### config.mk
export PLATFORM = sky130hd
export DESIGN_NAME = twb_master
export DESIGN_NICKNAME = d
export VERILOG_FILES = /design/src/common/twb_pkg.sv /design/src/core/twb_master.sv /design/src/core/twb_sync.sv /design/src/core/twb_timer.sv
export VERILOG_INCLUDE_DIRS = /design/src /design/src/common
export SDC_FILE = /design/constraint.sdc
export NUM_CORES = 1
export LEC_CHECK = 0
export ABC_AREA = 1
export BUFFER_PORTS_ARGS = -buffer_cell sky130_fd_sc_hd__buf_2
export CORE_MARGIN = 4
export CORE_UTILIZATION = 48
export DETAILED_ROUTE_END_ITERATION = 16
export HOLD_SLACK_MARGIN = 0.08
export PLACE_DENSITY = 0.67
export SLEW_MARGIN = 20
export SYNTH_ARGS = -nofsm -noshare
export SYNTH_HDL_FRONTEND = slang
export SYNTH_SLANG_ARGS = --single-unit
### constraint.sdc
create_clock -name clock_i -period 5.5 [get_ports clock_i]
set_clock_uncertainty 0.1 [all_clocks]
set_input_delay 0.55 -clock clock_i [delete_from_list [all_inputs] [get_ports clock_i]]
set_output_delay 0.55 -clock clock_i [all_outputs]
set_load 0.01 [all_outputs]
### src/common/twb_params.svh
/*
  constants of the two-wire bus master: timing, packet layout, addresses.
  assumes a 125 MHz system clock; included by the core only.
*/
// Contract
// - data stable while clock high, except start/stop
// - start/stop are sda changes with scl high
// - start opens, stop closes; bus busy between
// - start before stop is a repeated start
// - address packet: seven address, direction, acknowledge
// - direction one reads, zero writes
// - addressed slave pulls sda low in ninth
// - busy slave leaves sda high; stop or restart
// - address byte goes out msb first
// - all-zero address is general call, write only
// - never send general call with read bit
// - addresses 1111xxx stay reserved, never used
// - data packet: eight data bits plus acknowledge
// - master clocks; receiver alone sends acknowledge
// - acknowledge drives sda low, nack leaves high
// - receiver nacks the last byte it takes
// - data bytes go out msb first
// - no start directly followed by stop
// - slave may stretch clock low, not high
// - power gate cleared before interface operates
// - master checks sda each bit, yields on mismatch
`ifndef TWB_PARAMS_SVH
`define TWB_PARAMS_SVH
// system clock period and scl half period, in ns
`define TWB_CLK_NS      8
`define TWB_HALF_NS     5000
// half period in cycles, least time so rounded up
`define TWB_HALF_CYC    ((`TWB_HALF_NS + `TWB_CLK_NS - 1) / `TWB_CLK_NS)
// timer width
`define TWB_TMR_W       16
// index of the acknowledge bit inside a nine-bit packet
`define TWB_PKT_LAST    4'h8
// first bit index of a packet
`define TWB_PKT_FIRST   4'h0
// general call address and reserved upper nibble
`define TWB_GCALL_ADDR  7'h00
`define TWB_RSVD_HI     4'hf
// released level and all-ones read filler
`define TWB_REL_BYTE    8'hff
`endif

### src/common/twb_pkg.sv
/*
  types of the two-wire bus master: states, commands, responses.
  assumes nothing beyond a systemverilog compiler.
*/
package twb_pkg;
  // engine states
  typedef enum logic [3:0] {
    ST_IDLE, ST_RS_A, ST_START_W, ST_START_H, ST_START_B,
    ST_LOW_A, ST_LOW_B, ST_HIGH_W, ST_HIGH, ST_HOLD,
    ST_STOP_A, ST_STOP_W, ST_STOP_H, ST_STOP_C
  } twb_state_e;
  // user commands
  typedef enum logic [1:0] {
    OP_START, OP_WRITE, OP_READ, OP_STOP
  } twb_op_e;
  // command: data holds {address, direction} for a start
  typedef struct packed {
    twb_op_e    op;
    logic [7:0] data;
    logic       nack;
  } twb_cmd_s;
  // response to every accepted command
  typedef struct packed {
    logic [7:0] data;
    logic       acked;
    logic       arb_lost;
    logic       err;
  } twb_rsp_s;
endpackage

### src/core/twb_master.sv
/*
  two-wire bus master: start, repeated start, stop, nine-bit packets,
  acknowledge, arbitration loss and clock stretching on open-drain pins.
  assumes pull-ups outside; scl_i/sda_i are raw pin levels; commands
  come from logic on clock_i.
*/
`timescale 1ns/10ps
`include "twb_params.svh"
module twb_master #(
  parameter int unsigned HALF_CYC = `TWB_HALF_CYC
) (
  // clock and reset
  input  wire logic              clock_i,
  input  wire logic              rstn_i,
  // power gate
  input  wire logic              enable_i,
  output logic                   two_wire_power_gate_o,
  // command port
  input  wire logic              cmd_valid_i,
  input  wire twb_pkg::twb_cmd_s cmd_i,
  output logic                   cmd_ready_o,
  // response port
  output logic                   rsp_valid_o,
  output twb_pkg::twb_rsp_s      rsp_o,
  // bus status
  output logic                   bus_busy_o,
  // scl pin
  input  wire logic              scl_i,
  output logic                   scl_o,
  output logic                   scl_oe_n_o,
  // sda pin
  input  wire logic              sda_i,
  output logic                   sda_o,
  output logic                   sda_oe_n_o
);
  localparam int unsigned QTR_CYC = HALF_CYC / 2;
  localparam logic [`TWB_TMR_W-1:0] HALF_LD = `TWB_TMR_W'(HALF_CYC - 1);
  localparam logic [`TWB_TMR_W-1:0] QTR_LD  = `TWB_TMR_W'(QTR_CYC - 1);

  // reserved or meaningless start address
  function automatic logic bad_addr(input logic [7:0] a);
    bad_addr = (a[7:4] == `TWB_RSVD_HI) ||
               (a[7:1] == `TWB_GCALL_ADDR && a[0]);
  endfunction

  logic       scl_s;        // synchronised scl
  logic       sda_s;        // synchronised sda
  logic       scl_p_r;      // previous scl_s
  logic       sda_p_r;      // previous sda_s
  logic       busy_r;       // bus busy between start and stop
  logic       scl_p_nxt;
  logic       sda_p_nxt;
  logic       busy_nxt;
  logic       tmr_ld;       // timer load strobe
  logic [`TWB_TMR_W-1:0] tmr_val;  // timer load value
  logic       tmr_done;     // phase over

  twb_pkg::twb_state_e state_r, state_nxt;        // engine state
  logic [8:0] sh_r, sh_nxt;                       // outgoing packet
  logic [7:0] rx_r, rx_nxt;                       // incoming byte
  logic [3:0] bit_r, bit_nxt;                     // bit index 0..8
  logic       tx_r, tx_nxt;                       // we send the byte
  logic       addr_r, addr_nxt;                   // packet is address
  logic       ddone_r, ddone_nxt;                 // data packet seen
  logic       anack_r, anack_nxt;                 // address was nacked
  logic       scl_pull_r, scl_pull_nxt;           // pulling scl low
  logic       sda_pull_r, sda_pull_nxt;           // pulling sda low
  logic       gate_r, gate_nxt;                   // power gate
  logic       rsp_v_r, rsp_v_nxt;                 // response strobe
  twb_pkg::twb_rsp_s rsp_r, rsp_nxt;              // response data
  logic       own_c;        // this bit is driven by us
  logic       arb_c;        // arbitration lost this bit
  logic       fire;         // command taken

  // pin synchroniser
  twb_sync #(.W(2)) u_sync (
    .clock_i (clock_i),
    .rstn_i  (rstn_i),
    .d_i     ({scl_i, sda_i}),
    .q_o     ({scl_s, sda_s})
  );

  // phase timer, also the scl divider
  twb_timer #(.W(`TWB_TMR_W)) u_tmr (
    .clock_i (clock_i),
    .rstn_i  (rstn_i),
    .load_i  (tmr_ld),
    .value_i (tmr_val),
    .done_o  (tmr_done)
  );

  // bus monitor: start sets busy, stop clears it
  always_comb begin
    scl_p_nxt = scl_s;
    sda_p_nxt = sda_s;
    busy_nxt  = busy_r;
    if (scl_s && scl_p_r && sda_p_r && !sda_s) begin
      busy_nxt = 1'b1;
    end else if (scl_s && scl_p_r && !sda_p_r && sda_s) begin
      busy_nxt = 1'b0;
    end
  end

  // bus monitor registers
  always_ff @(posedge clock_i) begin
    if (!rstn_i) begin
      scl_p_r <= 1'b1;
      sda_p_r <= 1'b1;
      busy_r  <= 1'b0;
    end else begin
      scl_p_r <= scl_p_nxt;
      sda_p_r <= sda_p_nxt;
      busy_r  <= busy_nxt;
    end
  end

  // command acceptance: wait for a free bus, refuse an empty message
  always_comb begin
    cmd_ready_o = 1'b0;
    if (!gate_r) begin
      if (state_r == twb_pkg::ST_IDLE) begin
        cmd_ready_o = (cmd_i.op != twb_pkg::OP_START) || !busy_r;
      end else if (state_r == twb_pkg::ST_HOLD) begin
        cmd_ready_o = (cmd_i.op != twb_pkg::OP_STOP) ||
                      ddone_r || anack_r;
      end
    end
  end
  assign fire  = cmd_valid_i && cmd_ready_o;
  assign own_c = tx_r ? (bit_r != `TWB_PKT_LAST)
                      : (bit_r == `TWB_PKT_LAST);
  assign arb_c = own_c && !sda_pull_r && !sda_s;

  // engine next state
  always_comb begin
    state_nxt    = state_r;
    sh_nxt       = sh_r;
    rx_nxt       = rx_r;
    bit_nxt      = bit_r;
    tx_nxt       = tx_r;
    addr_nxt     = addr_r;
    ddone_nxt    = ddone_r;
    anack_nxt    = anack_r;
    scl_pull_nxt = scl_pull_r;
    sda_pull_nxt = sda_pull_r;
    gate_nxt     = !enable_i;
    rsp_v_nxt    = 1'b0;
    rsp_nxt      = rsp_r;
    tmr_ld       = 1'b0;
    tmr_val      = QTR_LD;
    case (state_r)
      twb_pkg::ST_IDLE, twb_pkg::ST_HOLD: begin
        if (fire) begin
          rsp_nxt = '0;
          case (cmd_i.op)
            twb_pkg::OP_START: begin
              if (bad_addr(cmd_i.data)) begin
                rsp_v_nxt   = 1'b1;
                rsp_nxt.err = 1'b1;
              end else begin
                // address then direction, released acknowledge
                sh_nxt       = {cmd_i.data, 1'b1};
                tx_nxt       = 1'b1;
                addr_nxt     = 1'b1;
                ddone_nxt    = 1'b0;
                anack_nxt    = 1'b0;
                sda_pull_nxt = 1'b0;
                tmr_ld       = 1'b1;
                state_nxt    = twb_pkg::ST_RS_A;
              end
            end
            twb_pkg::OP_WRITE: begin
              if (state_r == twb_pkg::ST_IDLE) begin
                rsp_v_nxt   = 1'b1;
                rsp_nxt.err = 1'b1;
              end else begin
                sh_nxt    = {cmd_i.data, 1'b1};
                tx_nxt    = 1'b1;
                bit_nxt   = `TWB_PKT_FIRST;
                tmr_ld    = 1'b1;
                state_nxt = twb_pkg::ST_LOW_A;
              end
            end
            twb_pkg::OP_READ: begin
              if (state_r == twb_pkg::ST_IDLE) begin
                rsp_v_nxt   = 1'b1;
                rsp_nxt.err = 1'b1;
              end else begin
                sh_nxt    = {`TWB_REL_BYTE, cmd_i.nack};
                tx_nxt    = 1'b0;
                bit_nxt   = `TWB_PKT_FIRST;
                tmr_ld    = 1'b1;
                state_nxt = twb_pkg::ST_LOW_A;
              end
            end
            default: begin
              if (state_r == twb_pkg::ST_IDLE) begin
                rsp_v_nxt   = 1'b1;
                rsp_nxt.err = 1'b1;
              end else begin
                sda_pull_nxt = 1'b1;
                tmr_ld       = 1'b1;
                state_nxt    = twb_pkg::ST_STOP_A;
              end
            end
          endcase
        end
      end
      // sda released while scl low (or idle high), then release scl
      twb_pkg::ST_RS_A: begin
        if (tmr_done) begin
          scl_pull_nxt = 1'b0;
          state_nxt    = twb_pkg::ST_START_W;
        end
      end
      // wait until scl is really high
      twb_pkg::ST_START_W: begin
        if (scl_s) begin
          tmr_ld    = 1'b1;
          tmr_val   = HALF_LD;
          state_nxt = twb_pkg::ST_START_H;
        end
      end
      // start: sda falls while scl high
      twb_pkg::ST_START_H: begin
        if (tmr_done) begin
          sda_pull_nxt = 1'b1;
          tmr_ld       = 1'b1;
          tmr_val      = HALF_LD;
          state_nxt    = twb_pkg::ST_START_B;
        end
      end
      twb_pkg::ST_START_B: begin
        if (tmr_done) begin
          scl_pull_nxt = 1'b1;
          bit_nxt      = `TWB_PKT_FIRST;
          tmr_ld       = 1'b1;
          state_nxt    = twb_pkg::ST_LOW_A;
        end
      end
      // first half of low phase: sda may change only now
      twb_pkg::ST_LOW_A: begin
        if (tmr_done) begin
          sda_pull_nxt = !sh_r[8];
          tmr_ld       = 1'b1;
          state_nxt    = twb_pkg::ST_LOW_B;
        end
      end
      twb_pkg::ST_LOW_B: begin
        if (tmr_done) begin
          scl_pull_nxt = 1'b0;
          state_nxt    = twb_pkg::ST_HIGH_W;
        end
      end
      // a stretching slave or a flagged device keeps scl low here
      twb_pkg::ST_HIGH_W: begin
        if (scl_s) begin
          tmr_ld    = 1'b1;
          tmr_val   = HALF_LD;
          state_nxt = twb_pkg::ST_HIGH;
        end
      end
      // high phase: sample at its end, check arbitration
      twb_pkg::ST_HIGH: begin
        if (tmr_done) begin
          if (arb_c) begin
            sda_pull_nxt     = 1'b0;
            scl_pull_nxt     = 1'b0;
            rsp_v_nxt        = 1'b1;
            rsp_nxt.arb_lost = 1'b1;
            state_nxt        = twb_pkg::ST_IDLE;
          end else begin
            scl_pull_nxt = 1'b1;
            sh_nxt       = {sh_r[7:0], 1'b1};
            if (bit_r == `TWB_PKT_LAST) begin
              rsp_v_nxt     = 1'b1;
              rsp_nxt.data  = rx_r;
              rsp_nxt.acked = !sda_s;
              anack_nxt     = addr_r && sda_s;
              ddone_nxt     = ddone_r || !addr_r;
              addr_nxt      = 1'b0;
              state_nxt     = twb_pkg::ST_HOLD;
            end else begin
              rx_nxt    = {rx_r[6:0], sda_s};
              bit_nxt   = bit_r + 1'b1;
              tmr_ld    = 1'b1;
              state_nxt = twb_pkg::ST_LOW_A;
            end
          end
        end
      end
      // stop: sda low with scl low, then release scl
      twb_pkg::ST_STOP_A: begin
        if (tmr_done) begin
          scl_pull_nxt = 1'b0;
          state_nxt    = twb_pkg::ST_STOP_W;
        end
      end
      twb_pkg::ST_STOP_W: begin
        if (scl_s) begin
          tmr_ld    = 1'b1;
          tmr_val   = HALF_LD;
          state_nxt = twb_pkg::ST_STOP_H;
        end
      end
      // sda rises while scl high
      twb_pkg::ST_STOP_H: begin
        if (tmr_done) begin
          sda_pull_nxt = 1'b0;
          tmr_ld       = 1'b1;
          tmr_val      = HALF_LD;
          state_nxt    = twb_pkg::ST_STOP_C;
        end
      end
      // bus free time before answering
      twb_pkg::ST_STOP_C: begin
        if (tmr_done) begin
          rsp_v_nxt = 1'b1;
          rsp_nxt   = '0;
          state_nxt = twb_pkg::ST_IDLE;
        end
      end
      default: begin
        scl_pull_nxt = 1'b0;
        sda_pull_nxt = 1'b0;
        state_nxt    = twb_pkg::ST_IDLE;
      end
    endcase
  end

  // engine registers
  always_ff @(posedge clock_i) begin
    if (!rstn_i) begin
      state_r    <= twb_pkg::ST_IDLE;
      sh_r       <= '1;
      rx_r       <= '0;
      bit_r      <= `TWB_PKT_FIRST;
      tx_r       <= 1'b0;
      addr_r     <= 1'b0;
      ddone_r    <= 1'b0;
      anack_r    <= 1'b0;
      scl_pull_r <= 1'b0;
      sda_pull_r <= 1'b0;
      gate_r     <= 1'b1;
      rsp_v_r    <= 1'b0;
      rsp_r      <= '0;
    end else begin
      state_r    <= state_nxt;
      sh_r       <= sh_nxt;
      rx_r       <= rx_nxt;
      bit_r      <= bit_nxt;
      tx_r       <= tx_nxt;
      addr_r     <= addr_nxt;
      ddone_r    <= ddone_nxt;
      anack_r    <= anack_nxt;
      scl_pull_r <= scl_pull_nxt;
      sda_pull_r <= sda_pull_nxt;
      gate_r     <= gate_nxt;
      rsp_v_r    <= rsp_v_nxt;
      rsp_r      <= rsp_nxt;
    end
  end

  // outputs: open drain, enable low while pulling
  assign scl_o                 = 1'b0;
  assign sda_o                 = 1'b0;
  assign scl_oe_n_o            = !scl_pull_r;
  assign sda_oe_n_o            = !sda_pull_r;
  assign rsp_valid_o           = rsp_v_r;
  assign rsp_o                 = rsp_r;
  assign bus_busy_o            = busy_r;
  assign two_wire_power_gate_o = gate_r;

  // sda held through the whole high phase
  property p_sda_stable;
    @(posedge clock_i) disable iff (!rstn_i)
    (state_r == twb_pkg::ST_HIGH) ##1 (state_r == twb_pkg::ST_HIGH)
      |-> $stable(sda_oe_n_o);
  endproperty
  a_sda_stable: assert property (p_sda_stable)
    else $error("sda changed while scl high");

  // start edge: sda falls with scl released
  property p_start_edge;
    @(posedge clock_i) disable iff (!rstn_i)
    (state_r == twb_pkg::ST_START_H) && tmr_done
      |=> scl_oe_n_o && !sda_oe_n_o;
  endproperty
  a_start_edge: assert property (p_start_edge)
    else $error("start not formed with scl high");

  // no start accepted on a busy bus from idle
  property p_busy_wait;
    @(posedge clock_i) disable iff (!rstn_i)
    (state_r == twb_pkg::ST_IDLE) && busy_r &&
      (cmd_i.op == twb_pkg::OP_START) |-> !cmd_ready_o;
  endproperty
  a_busy_wait: assert property (p_busy_wait)
    else $error("start taken on busy bus");

  // a packet ends only after its ninth bit
  property p_nine_bits;
    @(posedge clock_i) disable iff (!rstn_i)
    (state_r == twb_pkg::ST_HIGH) ##1 (state_r == twb_pkg::ST_HOLD)
      |-> $past(bit_r) == `TWB_PKT_LAST;
  endproperty
  a_nine_bits: assert property (p_nine_bits)
    else $error("packet not nine bits");

  // illegal addresses answered with error, no bus action
  property p_bad_addr;
    @(posedge clock_i) disable iff (!rstn_i)
    fire && (cmd_i.op == twb_pkg::OP_START) && bad_addr(cmd_i.data)
      |=> rsp_valid_o && rsp_o.err && (state_r == $past(state_r));
  endproperty
  a_bad_addr: assert property (p_bad_addr)
    else $error("reserved or read general call sent");

  // stop refused right after an acknowledged address
  property p_no_empty;
    @(posedge clock_i) disable iff (!rstn_i)
    (state_r == twb_pkg::ST_HOLD) && !ddone_r && !anack_r &&
      (cmd_i.op == twb_pkg::OP_STOP) |-> !cmd_ready_o;
  endproperty
  a_no_empty: assert property (p_no_empty)
    else $error("empty message stop accepted");

  // high phase timed only from a seen-high scl
  property p_stretch;
    @(posedge clock_i) disable iff (!rstn_i)
    (state_r == twb_pkg::ST_HIGH_W) ##1 (state_r == twb_pkg::ST_HIGH)
      |-> $past(scl_s);
  endproperty
  a_stretch: assert property (p_stretch)
    else $error("high phase started while scl low");

  // lost arbitration releases both lines and reports
  property p_arb;
    @(posedge clock_i) disable iff (!rstn_i)
    (state_r == twb_pkg::ST_HIGH) && tmr_done && arb_c
      |=> sda_oe_n_o && scl_oe_n_o && rsp_valid_o && rsp_o.arb_lost;
  endproperty
  a_arb: assert property (p_arb)
    else $error("arbitration loss not handled");

  // read acknowledge bit driven low when ack requested
  property p_rd_ack;
    @(posedge clock_i) disable iff (!rstn_i)
    (state_r == twb_pkg::ST_HIGH) && !tx_r &&
      (bit_r == `TWB_PKT_LAST) && !sh_r[8] |-> !sda_oe_n_o;
  endproperty
  a_rd_ack: assert property (p_rd_ack)
    else $error("receiver ack not driven");
endmodule

### src/core/twb_sync.sv
/*
  two flip-flop synchroniser for bus pin levels.
  assumes inputs are asynchronous levels; outputs are clock_i aligned.
*/
`timescale 1ns/10ps
module twb_sync #(
  parameter int W = 2
) (
  // clock and reset
  input  wire logic         clock_i,
  input  wire logic         rstn_i,
  // levels
  input  wire logic [W-1:0] d_i,
  output logic      [W-1:0] q_o
);
  logic [W-1:0] meta_r;  // first stage, read only by q_r
  logic [W-1:0] q_r;     // second stage
  logic [W-1:0] meta_nxt;
  logic [W-1:0] q_nxt;

  // next values: shift through two stages
  always_comb begin
    meta_nxt = d_i;
    q_nxt    = meta_r;
  end

  // register; idle bus reads high
  always_ff @(posedge clock_i) begin
    if (!rstn_i) begin
      meta_r <= '1;
      q_r    <= '1;
    end else begin
      meta_r <= meta_nxt;
      q_r    <= q_nxt;
    end
  end

  assign q_o = q_r;
endmodule

### src/core/twb_timer.sv
/*
  phase timer: loads a count and reports when it has run down.
  assumes the loader holds load_i for one cycle per phase.
*/
`timescale 1ns/10ps
module twb_timer #(
  parameter int W = 16
) (
  // clock and reset
  input  wire logic         clock_i,
  input  wire logic         rstn_i,
  // control
  input  wire logic         load_i,
  input  wire logic [W-1:0] value_i,
  output logic              done_o
);
  logic [W-1:0] cnt_r;  // remaining cycles
  logic [W-1:0] cnt_nxt;

  // next count: load wins, else run down to zero
  always_comb begin
    if (load_i) begin
      cnt_nxt = value_i;
    end else if (cnt_r != '0) begin
      cnt_nxt = cnt_r - 1'b1;
    end else begin
      cnt_nxt = cnt_r;
    end
  end

  // register
  always_ff @(posedge clock_i) begin
    if (!rstn_i) begin
      cnt_r <= '0;
    end else begin
      cnt_r <= cnt_nxt;
    end
  end

  assign done_o = (cnt_r == '0);
endmodule

; After elaboration in Yosys (flattened, before gate mapping)
; Cells that the tools add are included.
[op_classes]
addsub = 2
n_eq_ne = 51
mux = 104
n_bitwise = 4
n_reduce_logical = 55
[ops]
columns = operator, count
row1 = 2-to-1 mux 4 bit, 24
row2 = 2-to-1 mux 9 bit, 8
row3 = case mux 4 bit (13 select lines), 1
row4 = 2-to-1 mux 1 bit, 48
row5 = != test 2 bit (second input constant), 22
row6 = == test 4 bit (second input constant), 8
row7 = 2-to-1 mux 16 bit, 2
row8 = 2-to-1 mux 10 bit, 3
row9 = case mux 10 bit (3 select lines), 1
row10 = case mux 9 bit (3 select lines), 1
row11 = 2-to-1 mux 11 bit, 2
row12 = case mux 10 bit (2 select lines), 1
row13 = case mux 9 bit (2 select lines), 1
row14 = == test 4 x 3 -> 1 bit (second input constant), 4
row15 = zero test 16 bit, 1
row16 = AND reduction 16 bit, 1
row17 = AND reduction 8 bit, 2
row18 = nonzero test 16 bit, 1
row19 = subtractor 16 x 1 -> 16 bit (second input constant), 1
row20 = != test 3 bit (second input constant), 4
row21 = case mux 4 bit (3 select lines), 1
row22 = AND reduction 6 bit, 2
row23 = logical AND 1 bit, 10
row24 = != test 2 x 1 -> 1 bit (second input constant), 5
row25 = other kinds (31), 62
[word_totals]
register_bits = 67
inputBits = 17
output_inout_bits = 19
word_cells = 238

; Logic depth before layout (Yosys ltp)
; Gate-level depths: netlist of run 1.
[depth]
ltp_word = 10
mapped_depth = 15
depth_no_buf = 15

; By module
; From an unflattened synthesis of run 1, not the netlist that was laid out.
[unflattened]
cells_unflattened = 631
hier_area_um2 = 4122.7
[modules_own_cells]
columns = module, instances, cells_per_inst, area_per_inst_um2, seq_area_each_um2
row1 = twb_master, 1, 441, 2897.8, 940.9
row2 = twb_timer, 1, 178, 1114.8, 320.3
row3 = twb_sync, 1, 12, 110.1, 80.1

; Worst setup path after synthesis of run 1
; Ideal clock, no wire load.
[synth_path]
path_type = input-to-reg
startpoint = input cmd_i[9] in the netlist's numbering
endpoint = register u_tmr.cnt_r[1]
arrival_time_ns = 1.813
required_ns = 5.283
setup_slack_ns = 3.470
path_stages = 15
n_path_buf = 0
cell_sequence = inv_1 > ha_1 > nand2_1 > inv_1 > nand3_1 > nand2_1 > inv_1 > nand3_2 > inv_1 > nand2_1 > nand2_2 > nand2_1 > nand2_1 > nor2_1 > nor2_1
[synth_between]
elab_chain_len = 10
[synth_lines]
columns = element, line
row1 = "start, declared", twb_master.sv:20  ; input wire twb_pkg::twb_cmd_s cmd_i,
row2 = != test 2 bit, twb_master.sv:124  ; cmd_ready_o = (cmd_i.op != twb_pkg::OP_STOP) ||
row3 = logical OR 1 bit, twb_master.sv:124
row4 = logical OR 1 bit, twb_master.sv:125  ; ddone_r || anack_r;
row5 = 2-to-1 mux 1 bit, twb_master.sv:123  ; end else if (state_r == twb_pkg::ST_HOLD) begin
row6 = 2-to-1 mux 1 bit, twb_master.sv:121  ; if (state_r == twb_pkg::ST_IDLE) begin
row7 = 2-to-1 mux 1 bit, twb_master.sv:120  ; if (!gate_r) begin
row8 = logical AND 1 bit, twb_master.sv:129  ; assign fire = cmd_valid_i && cmd_ready_o;
row9 = 2-to-1 mux 1 bit *, twb_master.sv:153  ; if (fire) begin
row10 = case mux 1 bit (4 select lines) *, twb_master.sv:151  ; case (state_r)
row11 = 2-to-1 mux 16 bit / nonzero test 2 bit (equally long branches), --
row12 = "end signal, assigned", twb_timer.sv:36  ; cnt_r <= cnt_nxt;
row13 = "end, declared", twb_timer.sv:17  ; logic [W-1:0] cnt_r;
; Mark *: on every way between the ends. The rest lies on a longest branch, timed or not.
; A chain may end at the register's enable or synchronous reset.

; Worst setup path after layout of run 1
[layout_path]
startpoint = register state_r[3]
endpoint = register u_tmr.cnt_r[2]
[layout_between]
elab_chain_len = 8
[layout_lines]
columns = element, line
row1 = "start, declared", twb_master.sv:58  ; twb_pkg::twb_state_e state_r, state_nxt;
row2 = "start signal, assigned", twb_master.sv:334  ; state_r <= twb_pkg::ST_IDLE;
row3 = "start signal, assigned", twb_master.sv:348  ; state_r <= state_nxt;
row4 = == test 4 bit, "twb_master.sv:123, twb_master.sv:151"
row5 = 2-to-1 mux 1 bit, twb_master.sv:123
row6 = 2-to-1 mux 1 bit, twb_master.sv:121
row7 = 2-to-1 mux 1 bit, twb_master.sv:120
row8 = logical AND 1 bit, twb_master.sv:129
row9 = 2-to-1 mux 1 bit, twb_master.sv:153
row10 = case mux 1 bit (4 select lines), twb_master.sv:151
row11 = 2-to-1 mux 16 bit / nonzero test 2 bit (equally long branches), --
; Several ways; a longest one is shown, not always the timed one.

==> metrics.cfg, run 1 <==
[setup_path]
worstSetupStartpointType = register
cp-end-kind = register
cp.required_ps = 5670
critPathArrivalTime_ps = 2930
crit_fanout = 24
worstSetupPathType = register to register
rrSetupSlack_ps = 2740

[global_route]
grt_pass1_vias = 3485
grt_pass1_wl_mm = 16.7
antenna_found_initial = 0
grt_max_degree = 33
overflow = 0
grt.total_usage_pct = 20.7

[run]
maxCapViolations = 0

[sta]
final.setup.tns_ps = 0
period_share_pct = 50.1
timing.slew.headroom_pct = 34.5
setup_viol = 0
finalHoldViolCount = 0
rsz0062_at_grt = no
worstMarginPinSlew_ps = 982
min_period_ps = 2760
clock.fmax_mhz = 363
fin_hold_ws_ps = 265
slew_viol_final = 0
timing.final.ws_setup_ps = 2740

[finish]
fin_util_pct = 55.1
final_area_um2 = 4300
nets = 650
finalNonFillerCells = 731
layout-drive-gt1-share_pct = 13.2
area_growth_pct = 10.3
antenna_cells = 0

[logic_synthesis]
synth_edf_count = 0
synth_cells = 597
synth.largest_area_cell = dfxtp_1
yosys_warnings = 0
ys_async_sr_fraction_pct = 0
synth.ff_latch_count = 67
synth_ff_type = dfxtp_1
syn_avg_cell_area_um2 = 6.53
ys_types = 35
yosys.area_share.simple_pct = 39.9
seq_area_frac_synth_pct = 34.4
synth_area_um2 = 3900
synth_adder_area_share_pct = 2.89
ys_top_cells_by_area = dfxtp_1 34%, nand2_1 14%, nor2_1 8.7%, nand3_1 6.9%, inv_1 6.2%
synthMuxAreaShare_pct = 0
synthXorXnorAreaFrac_pct = 3.37
synth_top_area_share_pct = 34.4
synth_top_family_by_area = simple AND/OR/NAND/NOR gates
synth_compound_area_share_pct = 10.1

[routing]
vias = 3834
dr.pass1.iters = 5
wl_per_cell_um = 13.6
drt_iter0_markers = 300
postRouteAntennaNets = 0
vias_per_cell = 5.24
drc = 0
wl_mm = 9.95

[cts]
clkTransAtPathRegs_ps = 80
cts-htree-levels = 3
cts_root_buf = clkbuf_8
post_cts_buffers = 0
worst_skew_pair.late_latency_ps = 340
cts_resized = 0
cts_tree = done
cts_max_path_buffers = 2
holdBufCountCts = 0
numCtsBuffers = 9
clock_sinks = 67

[placement]
hpwlAfterDp_mm = 7.32
dp_cells = 715
dpl_cell_area_um2 = 4100
globalplace.congestion = 0.959
dp_slack_ps = 2650
port_buffers = 33

[die]
rows = 32
start_util_pct = 49.9
die_w_um = 98.1
die_area_um2 = 9630
die_y_um = 98.1
core_area_um2 = 7810
ios = 36

[power]
p_per_area_nw_per_um2 = 589
leakage_nw = 2.10
finalPower_mw = 2.53
vdd_drop_max_uv = 247

[status]
status = completed

[worst_hold_path]
hold_class = input pin to register

==> sequential cells by signal, summed over array words and instances (netlist names) <==
register and flops:
addr_r 1, anack_r 1, bit_r 4, bus_busy_o 1
ddone_r 1, rsp_o 11, rsp_valid_o 1, rx_r 8
scl_p_r 1, scl_pull_r 1, sda_p_r 1, sda_pull_r 1
sh_r 9, state_r 4, two_wire_power_gate_o 1, tx_r 1
u_sync.meta_r 2, u_sync.q_o 2, u_tmr.cnt_r 16
==> path summary, 6_finish.rpt <==
| kind | depth (start not counted) | startpoint | end |
|---|---|---|---|
| setup / recovery | 12 | state_r[3] | u_tmr.cnt_r[2] |
| hold / removal | 2 | enable_i | two_wire_power_gate_o |
| setup reg to reg | 12 | state_r[3] | u_tmr.cnt_r[2] |
| hold reg to reg | 1 | u_sync.meta_r[0] | u_sync.q_o[0] |
==> worst max-delay path, stage by stage (launching register included) <==
cell and delay (ps):
dfxtp_1 450, inv_2 100, nor2_4 130, nand2_4 180, inv_2 380, nand3_1 300
nor2_2 480, nor2_4 140, nand2_2 120, nand2_1 120, nand2_1 80, nand2_1 50
nor2_1 80
==> layout make-up <==
class,count,area (um^2)
multi-input cells,443,2200
clock inverters,5,60.1
fillers,791,3510
well taps,102,128
clock buffers,11,141
flip-flops and latches,67,1340
repair buffers,33,165
inverters,70,263
==> Yosys cell counts, types with 2 or more instances <==
cell type,number
o21ai_2,3
o22ai_1,2
nor3_1,9
nand2_1,150
o21ai_0,21
nor2_1,90
nand4_1,14
dfxtp_1,67
xor2_1,11
inv_1,64
nand2_2,6
inv_2,6
nand3b_1,2
buf_6,2
clkbuf_1,10
o211ai_1,5
nor2_4,4
xnor2_1,4
a21oi_1,32
buf_2,3
nor2_2,5
or2_2,4
buf_4,3
nand2_4,3
ha_1,9
nor3b_1,2
nand3_1,54
a211oi_1,5
==> power breakdown <==
part / switching, mW / leakage, nW / internal [mW]
logic: 0.949 / 1.45 / 0.454
registers: 0.0971 / 0.547 / 0.604
clock network: 0.202 / 0.0999 / 0.224
==> cell families after synthesis <==
group                      after synthesis
adders and majority gates                9
DFF                                     67
other                                    1
xor gates and xnor gates                15
buffers and inverters                   88
and+or+nand+nor                        347
AOI/OAI and AO/OA                       70
==> routing by layer <==
layer	wire length, um	part of all wire, %	up-vias	track usage, %
li1	-	-	1962	-
met1	4620	46	1715	28.9
met2	4420	44	141	32.0
met3	726	7.3	16	4.14
met4	186	1.9	0	6.92
met5	0	0	-	0
==> cells in the final DEF, fill, tap and decap left out, drive strengths merged <==
| cell | n |
|---|---|
| clkinvlp | 1 |
| buf | 33 |
| nand2 | 159 |
| ha | 9 |
| o21bai | 1 |
| clkbuf | 11 |
| a21oi | 33 |
| nor4 | 1 |
| nor2 | 99 |
| nand4 | 15 |
| xor2 | 11 |
| o21ai | 24 |
| bufinv | 1 |
| o22ai | 2 |
| clkinv | 2 |
| nor3b | 3 |
| nand3 | 55 |
| o211ai | 5 |
| or2 | 4 |
| nor3 | 9 |
| dfxtp | 67 |
| conb | 2 |
| xnor2 | 4 |
| a211oi | 5 |
| nand3b | 2 |
| inv | 71 |
Power figures use the tool's default switching activity.
==> run 2: changes to the inputs <==
Settings changed: PLACE_DENSITY 0.67 to 0.69.
Clock period 5.5 ns to 2.2 ns, I/O delays scaled along.
==> metrics.cfg, run 2 (synthesized netlist as in run 1, its figures left out) <==
[status]
status = completed

[finish]
fillCellCount = 743  ; -6.1%
layout_commonest_cell = nand2_1
fin_util_pct = 60.4  ; +5.4 points
layout-drive-gt1-share_pct = 21.9  ; +8.7 points
layout_common_cells = 144 x nand2_1, 84 x nor2_1, 62 x dfxtp_1, 61 x inv_1, 52 x nand3_1
register_area_um2 = 1350  ; +0.47%
largest_register_ffs = 16  ; unchanged
largest_register = u_tmr.cnt_r
final_area_um2 = 4720  ; +9.8%
finalNonFillerCells = 765  ; +4.7%
area_growth_pct = 21.1
nets = 684  ; +5.2%
multi_input_area_um2 = 2350  ; +6.7%
antenna_cells = 0  ; unchanged

[sta]
timing.final.ws_setup_ps = 155  ; -2590 ps
timing.slew.headroom_pct = 48.5  ; +14 points
slew_viol_final = 0  ; unchanged
period_share_pct = 93.0  ; +43 points
worstMarginPinSlew_ps = 771  ; -211 ps
min_period_ps = 2050  ; -710 ps
clock.fmax_mhz = 489  ; +35%
finalHoldViolCount = 0  ; unchanged
fin_hold_ws_ps = 137  ; -128 ps
final.setup.tns_ps = 0  ; unchanged
setup_viol = 0  ; unchanged

[cts]
clock_sinks = 67  ; unchanged
worst_skew_pair.late_latency_ps = 360  ; +20 ps
cts-htree-levels = 3  ; unchanged
cts_max_path_buffers = 2  ; unchanged
clkTransAtPathRegs_ps = 90  ; about the same
numCtsBuffers = 9  ; unchanged
cts_root_buf = clkbuf_8
cts_tree = done

[die]
core_area_um2 = 7810  ; unchanged
rows = 32  ; unchanged
die_y_um = 98.1  ; unchanged
ios = 36  ; unchanged
die_area_um2 = 9630  ; unchanged
die_w_um = 98.1  ; unchanged
start_util_pct = 49.9  ; unchanged

[setup_path]
timing.rr.start = state_r[3]
cp.required_ps = 2350  ; -3320 ps
path_cells = inv_2, nor2_4, nand2_4, buf_4, nor2_1, a21oi_1, nand3_1, nor2_2, nand2_1, o21ai_0, nor2_1
critPathArrivalTime_ps = 2200  ; -730 ps
crit_family = simple AND/OR/NAND/NOR gates
slowest_stage = dfxtp_2
crit_fanout = 13  ; -46%
worstSetupPathType = register to register
r2r_end = bit_r[1]
rrSetupSlack_ps = 150  ; -2590 ps
cp_slowest_stage_delay_ps = 380  ; -100 ps
worstSetupStartpointType = register
path_buf_inv = 2  ; unchanged
crit_start = state_r[3]
cpMostUsedCell = nor2_1
ff2ff_path_depth = 11  ; -1
cp-end-kind = register

[worst_hold_path]
min_from = cmd_i[0]
hold_end = sh_r[0]
hold_depth = 5  ; +3
hold_class = input pin to register

[power]
finalPower_mw = 7.24  ; +190%
vdd_drop_max_uv = 648  ; +160%
leakage_nw = 2.29  ; +8.9%
p_per_area_nw_per_um2 = 1530  ; +160%

[placement]
globalplace.congestion = 1.01  ; +5.4%
dp_cells = 737  ; +3.1%
port_buffers = 33  ; unchanged
hpwlAfterDp_mm = 7.45  ; +1.8%
dp_slack_ps = 35.6  ; -2620 ps
dpl_cell_area_um2 = 4260  ; +4.0%

[global_route]
overflow = 0  ; unchanged
grt_pass1_wl_mm = 17.2  ; +3.1%
grt_pass1_vias = 3731  ; +7.1%
grt.total_usage_pct = 21.8  ; +1.1 points
antenna_found_initial = 0  ; unchanged
grt_max_degree = 32  ; -3.0%

[run]
maxCapViolations = 0  ; unchanged

[routing]
drc = 0  ; unchanged
vias_per_cell = 5.36  ; +2.2%
wl_mm = 10.7  ; +7.2%
vias = 4101  ; +7.0%
postRouteAntennaNets = 0  ; unchanged
dr.pass1.iters = 5  ; unchanged
drt_iter0_markers = 266  ; -11%
wl_per_cell_um = 13.9  ; +2.4%

[run 2: area by class of cell]
type,count,area share (%)
Clock buffer,9,2.62
Clock inverter,7,1.83
Sequential cell,67,28.6
Timing Repair Buffer,66,8.91
Inverter,70,5.62
Multi-Input combinational cell,444,49.8
Tap cell,102,2.70
[run 2: worst max path at each step]
stage                     endpoint  slack (ps)  depth (start not counted)
finish                    bit_r[1]         150                         11
global route            state_r[1]         -20                         14
CTS                       rsp_o[8]          10                         10
detailed placement        rsp_o[8]          40                         10
global placement          rsp_o[8]          40                          8
floorplan           u_tmr.cnt_r[1]         340                         14
[run 2: power breakdown]
| part | leakage, nW | switching [mW] | internal, mW | total [mW] |
|---|---|---|---|---|
| logic | 1.63 | 2.73 | 1.62 | 4.35 |
| clock network | 0.103 | 0.568 | 0.545 | 1.11 |
| registers | 0.549 | 0.263 | 1.52 | 1.78 |
| total | 2.29 | 3.56 | 3.68 | 7.24 |
[run 2: tightest hold or removal path: cells and delay by family]
kind,cells,cell delay [ps]
buffers and inverters,1,80
AND/OR/NAND/NOR,4,270
[run 2: repair_timing]
action,in CTS,in global routing
gates cloned,0,1
pin swaps,0,8
buffers inserted,0,8
hold endpoints to repair,3,0
endpoints found under the setup margin,3,54
resized for setup,2,41
hold buffers,3,0
[run 2: per-layer routing]
metal	vias up	track usage, %	routed length, um
met4	0	9.90	237
met5	-	0	0
met3	27	3.50	654
met2	148	33.5	4910
met1	1893	30.0	4860
li1	2033	-	-
==> run 3: changes to the inputs <==
--- a/config.mk
+++ b/config.mk
@@ -13,5 +13,5 @@
 export DETAILED_ROUTE_END_ITERATION = 16
 export HOLD_SLACK_MARGIN = 0.08
-export PLACE_DENSITY = 0.69
+export PLACE_DENSITY = 0.71
 export SLEW_MARGIN = 20
 export SYNTH_ARGS = -nofsm -noshare
==> constraint.sdc (replaced) <==
create_clock -name clock_i -period 2.2 [get_ports clock_i]
set_clock_uncertainty 0.1 [all_clocks]
set_input_delay 0.44 -clock clock_i [delete_from_list [all_inputs] [get_ports clock_i]]
set_output_delay 0.44 -clock clock_i [all_outputs]
set_load 0.01 [all_outputs]
==> metrics.cfg, run 3 (synthesized netlist as in run 1, its figures left out) <==
[status]
status = completed

[cts]
cts_max_path_buffers = 2  ; unchanged
cts_root_buf = clkbuf_8
worst_skew_pair.late_latency_ps = 350  ; about the same
cts-htree-levels = 3  ; unchanged
clock_sinks = 67  ; unchanged
numCtsBuffers = 9  ; unchanged
cts_tree = done
clkTransAtPathRegs_ps = 70  ; -20 ps
holdBufCountCts = 0  ; -3

[setup_path]
timing.rr.start = u_tmr.cnt_r[1]
critPathArrivalTime_ps = 2270  ; +70 ps
worstSetupPathType = register to register
ff2ff_path_depth = 15  ; +4
cp-end-kind = register
cp.required_ps = 2340  ; about the same
rrSetupSlack_ps = 70  ; -80 ps
crit_fanout = 5  ; -8
r2r_end = state_r[3]
worstSetupStartpointType = register

[routing]
postRouteAntennaNets = 0  ; unchanged
drt_iter0_markers = 226  ; -15%
drc = 0  ; unchanged
vias = 4001  ; -2.4%
vias_per_cell = 5.26  ; -1.9%
wl_per_cell_um = 13.4  ; -3.7%
dr.pass1.iters = 5  ; unchanged
wl_mm = 10.2  ; -4.2%

[sta]
worstMarginPinSlew_ps = 524  ; -247 ps
final.setup.tns_ps = 0  ; unchanged
fin_hold_ws_ps = 157  ; +20.0 ps
min_period_ps = 2130  ; +83.3 ps
timing.final.ws_setup_ps = 71.3  ; -83.3 ps
rsz0062_at_grt = yes
timing.slew.headroom_pct = 64.7  ; +16 points
period_share_pct = 96.8  ; +3.8 points
clock.fmax_mhz = 470  ; -3.9%
finalHoldViolCount = 0  ; unchanged
slew_viol_final = 0  ; unchanged
setup_viol = 0  ; unchanged

[power]
finalPower_mw = 7.11  ; -1.8%
vdd_drop_max_uv = 665  ; +2.7%
p_int_mw = 3.71  ; +0.70%
clock_power_share_pct = 14.2  ; -1.2 points
p_per_area_nw_per_um2 = 1530  ; -0.31%
leakage_nw = 2.26  ; -1.1%
p_sw_mw = 3.40  ; -4.4%
seqPwrFrac_pct = 25.0  ; +0.4 points
p_comb_share_pct = 60.8  ; +0.8 points
switching_share_pct = 47.8  ; -1.3 points

[global_route]
grt.total_usage_pct = 21.3  ; -0.46 points
grt_pass1_wl_mm = 17.2  ; -0.24%
antenna_found_initial = 0  ; unchanged
grt_max_degree = 32  ; unchanged
grt_pass1_vias = 3756  ; +0.67%
overflow = 0  ; unchanged

[placement]
port_buffers = 33  ; unchanged
dp_slack_ps = -27.3  ; -62.9 ps
globalplace.congestion = 0.990  ; -2.1%
hpwlAfterDp_mm = 7.53  ; +0.97%

[finish]
largest_register = u_tmr.cnt_r
nets = 681  ; -0.44%
largest_register_ffs = 16  ; unchanged
area_growth_pct = 19.2
layout-drive-gt1-share_pct = 20.8  ; -1.1 points
layout_commonest_cell = nand2_1
fillCellCount = 765  ; +3.0%
layout_common_cells = 143 x nand2_1, 86 x nor2_1, 61 x inv_1, 61 x dfxtp_1, 51 x nand3_1
antenna_cells = 0  ; unchanged

[die]
die_y_um = 98.1  ; unchanged
rows = 32  ; unchanged
die_area_um2 = 9630  ; unchanged
die_w_um = 98.1  ; unchanged
core_area_um2 = 7810  ; unchanged
start_util_pct = 49.9  ; unchanged
ios = 36  ; unchanged

[worst_hold_path]
min_from = enable_i
hold_class = input pin to register
hold_end = two_wire_power_gate_o
hold_depth = 2  ; -3

[run]
maxCapViolations = 0  ; unchanged

## run 3: worst max-delay path, stage by stage (launching register included)
cell and delay [ps]:
dfxtp_2 330, inv_2 90, ha_4 150, inv_2 40
nor2_2 80, nand3_1 60, nor2_1 160, nand2_2 120
buf_6 150, nand2_4 40, nand3b_1 140, nor2_4 230
buf_6 140, nand3_2 80, nand2_2 70, nor2_1 40
## run 3: power groups by stage
stage / logic (mW) / clock network, mW / registers [mW]
after CTS: 4.00 / 1.02 / 1.75
after floorplan: 2.89 / 0 / 1.73
final: 4.32 / 1.01 / 1.78
after detailed placement: 3.96 / 0 / 1.78
after global routing: 4.85 / 1.07 / 1.81
after global placement: 3.92 / 0 / 1.77
## run 3: worst max path at each step
stage / from / endpoint
after detailed placement: cmd_i[9] / state_r[0]
final: u_tmr.cnt_r[1] / state_r[3]
after floorplan: cmd_i[9] / u_tmr.cnt_r[1]
after CTS: u_tmr.cnt_r[1] / state_r[0]
after global placement: cmd_i[9] / u_tmr.cnt_r[1]
after global routing: u_tmr.cnt_r[1] / state_r[3]
## run 3: metrics by stage
step | utilization (%) | cell area (um^2) | cells
finish | 59.5 | 4650 | 761
detailed placement | 55.4 | 4330 | 742
global placement | 55.4 | 4330 | 742
CTS | 57.7 | 4510 | 757
floorplan | - | 3900 | 598
global route | 59.5 | 4650 | 761
## run 3: cell type report
type	count	area, um^2	share of cell area, %
multi-input cells	443	2290	49.3
flip-flops and latches	67	1350	29.0
repair buffers	64	434	9.34
inverters	70	263	5.65
clock buffers	11	131	2.83
well taps	102	128	2.75
clock inverters	4	51.3	1.10
## run 3: what timing repair did
action	CTS	global route
buffers inserted	0	4
gates resized for setup	0	35
endpoints found under the setup margin	0	41
## run 3: metal layers
metal	GRT usage, %	routed length [um]	vias to the layer above
met3	4.43	448	19
met5	0	0	-
met4	5.96	174	0
met1	29.6	4840	1863
li1	-	-	2020
met2	33.6	4750	99
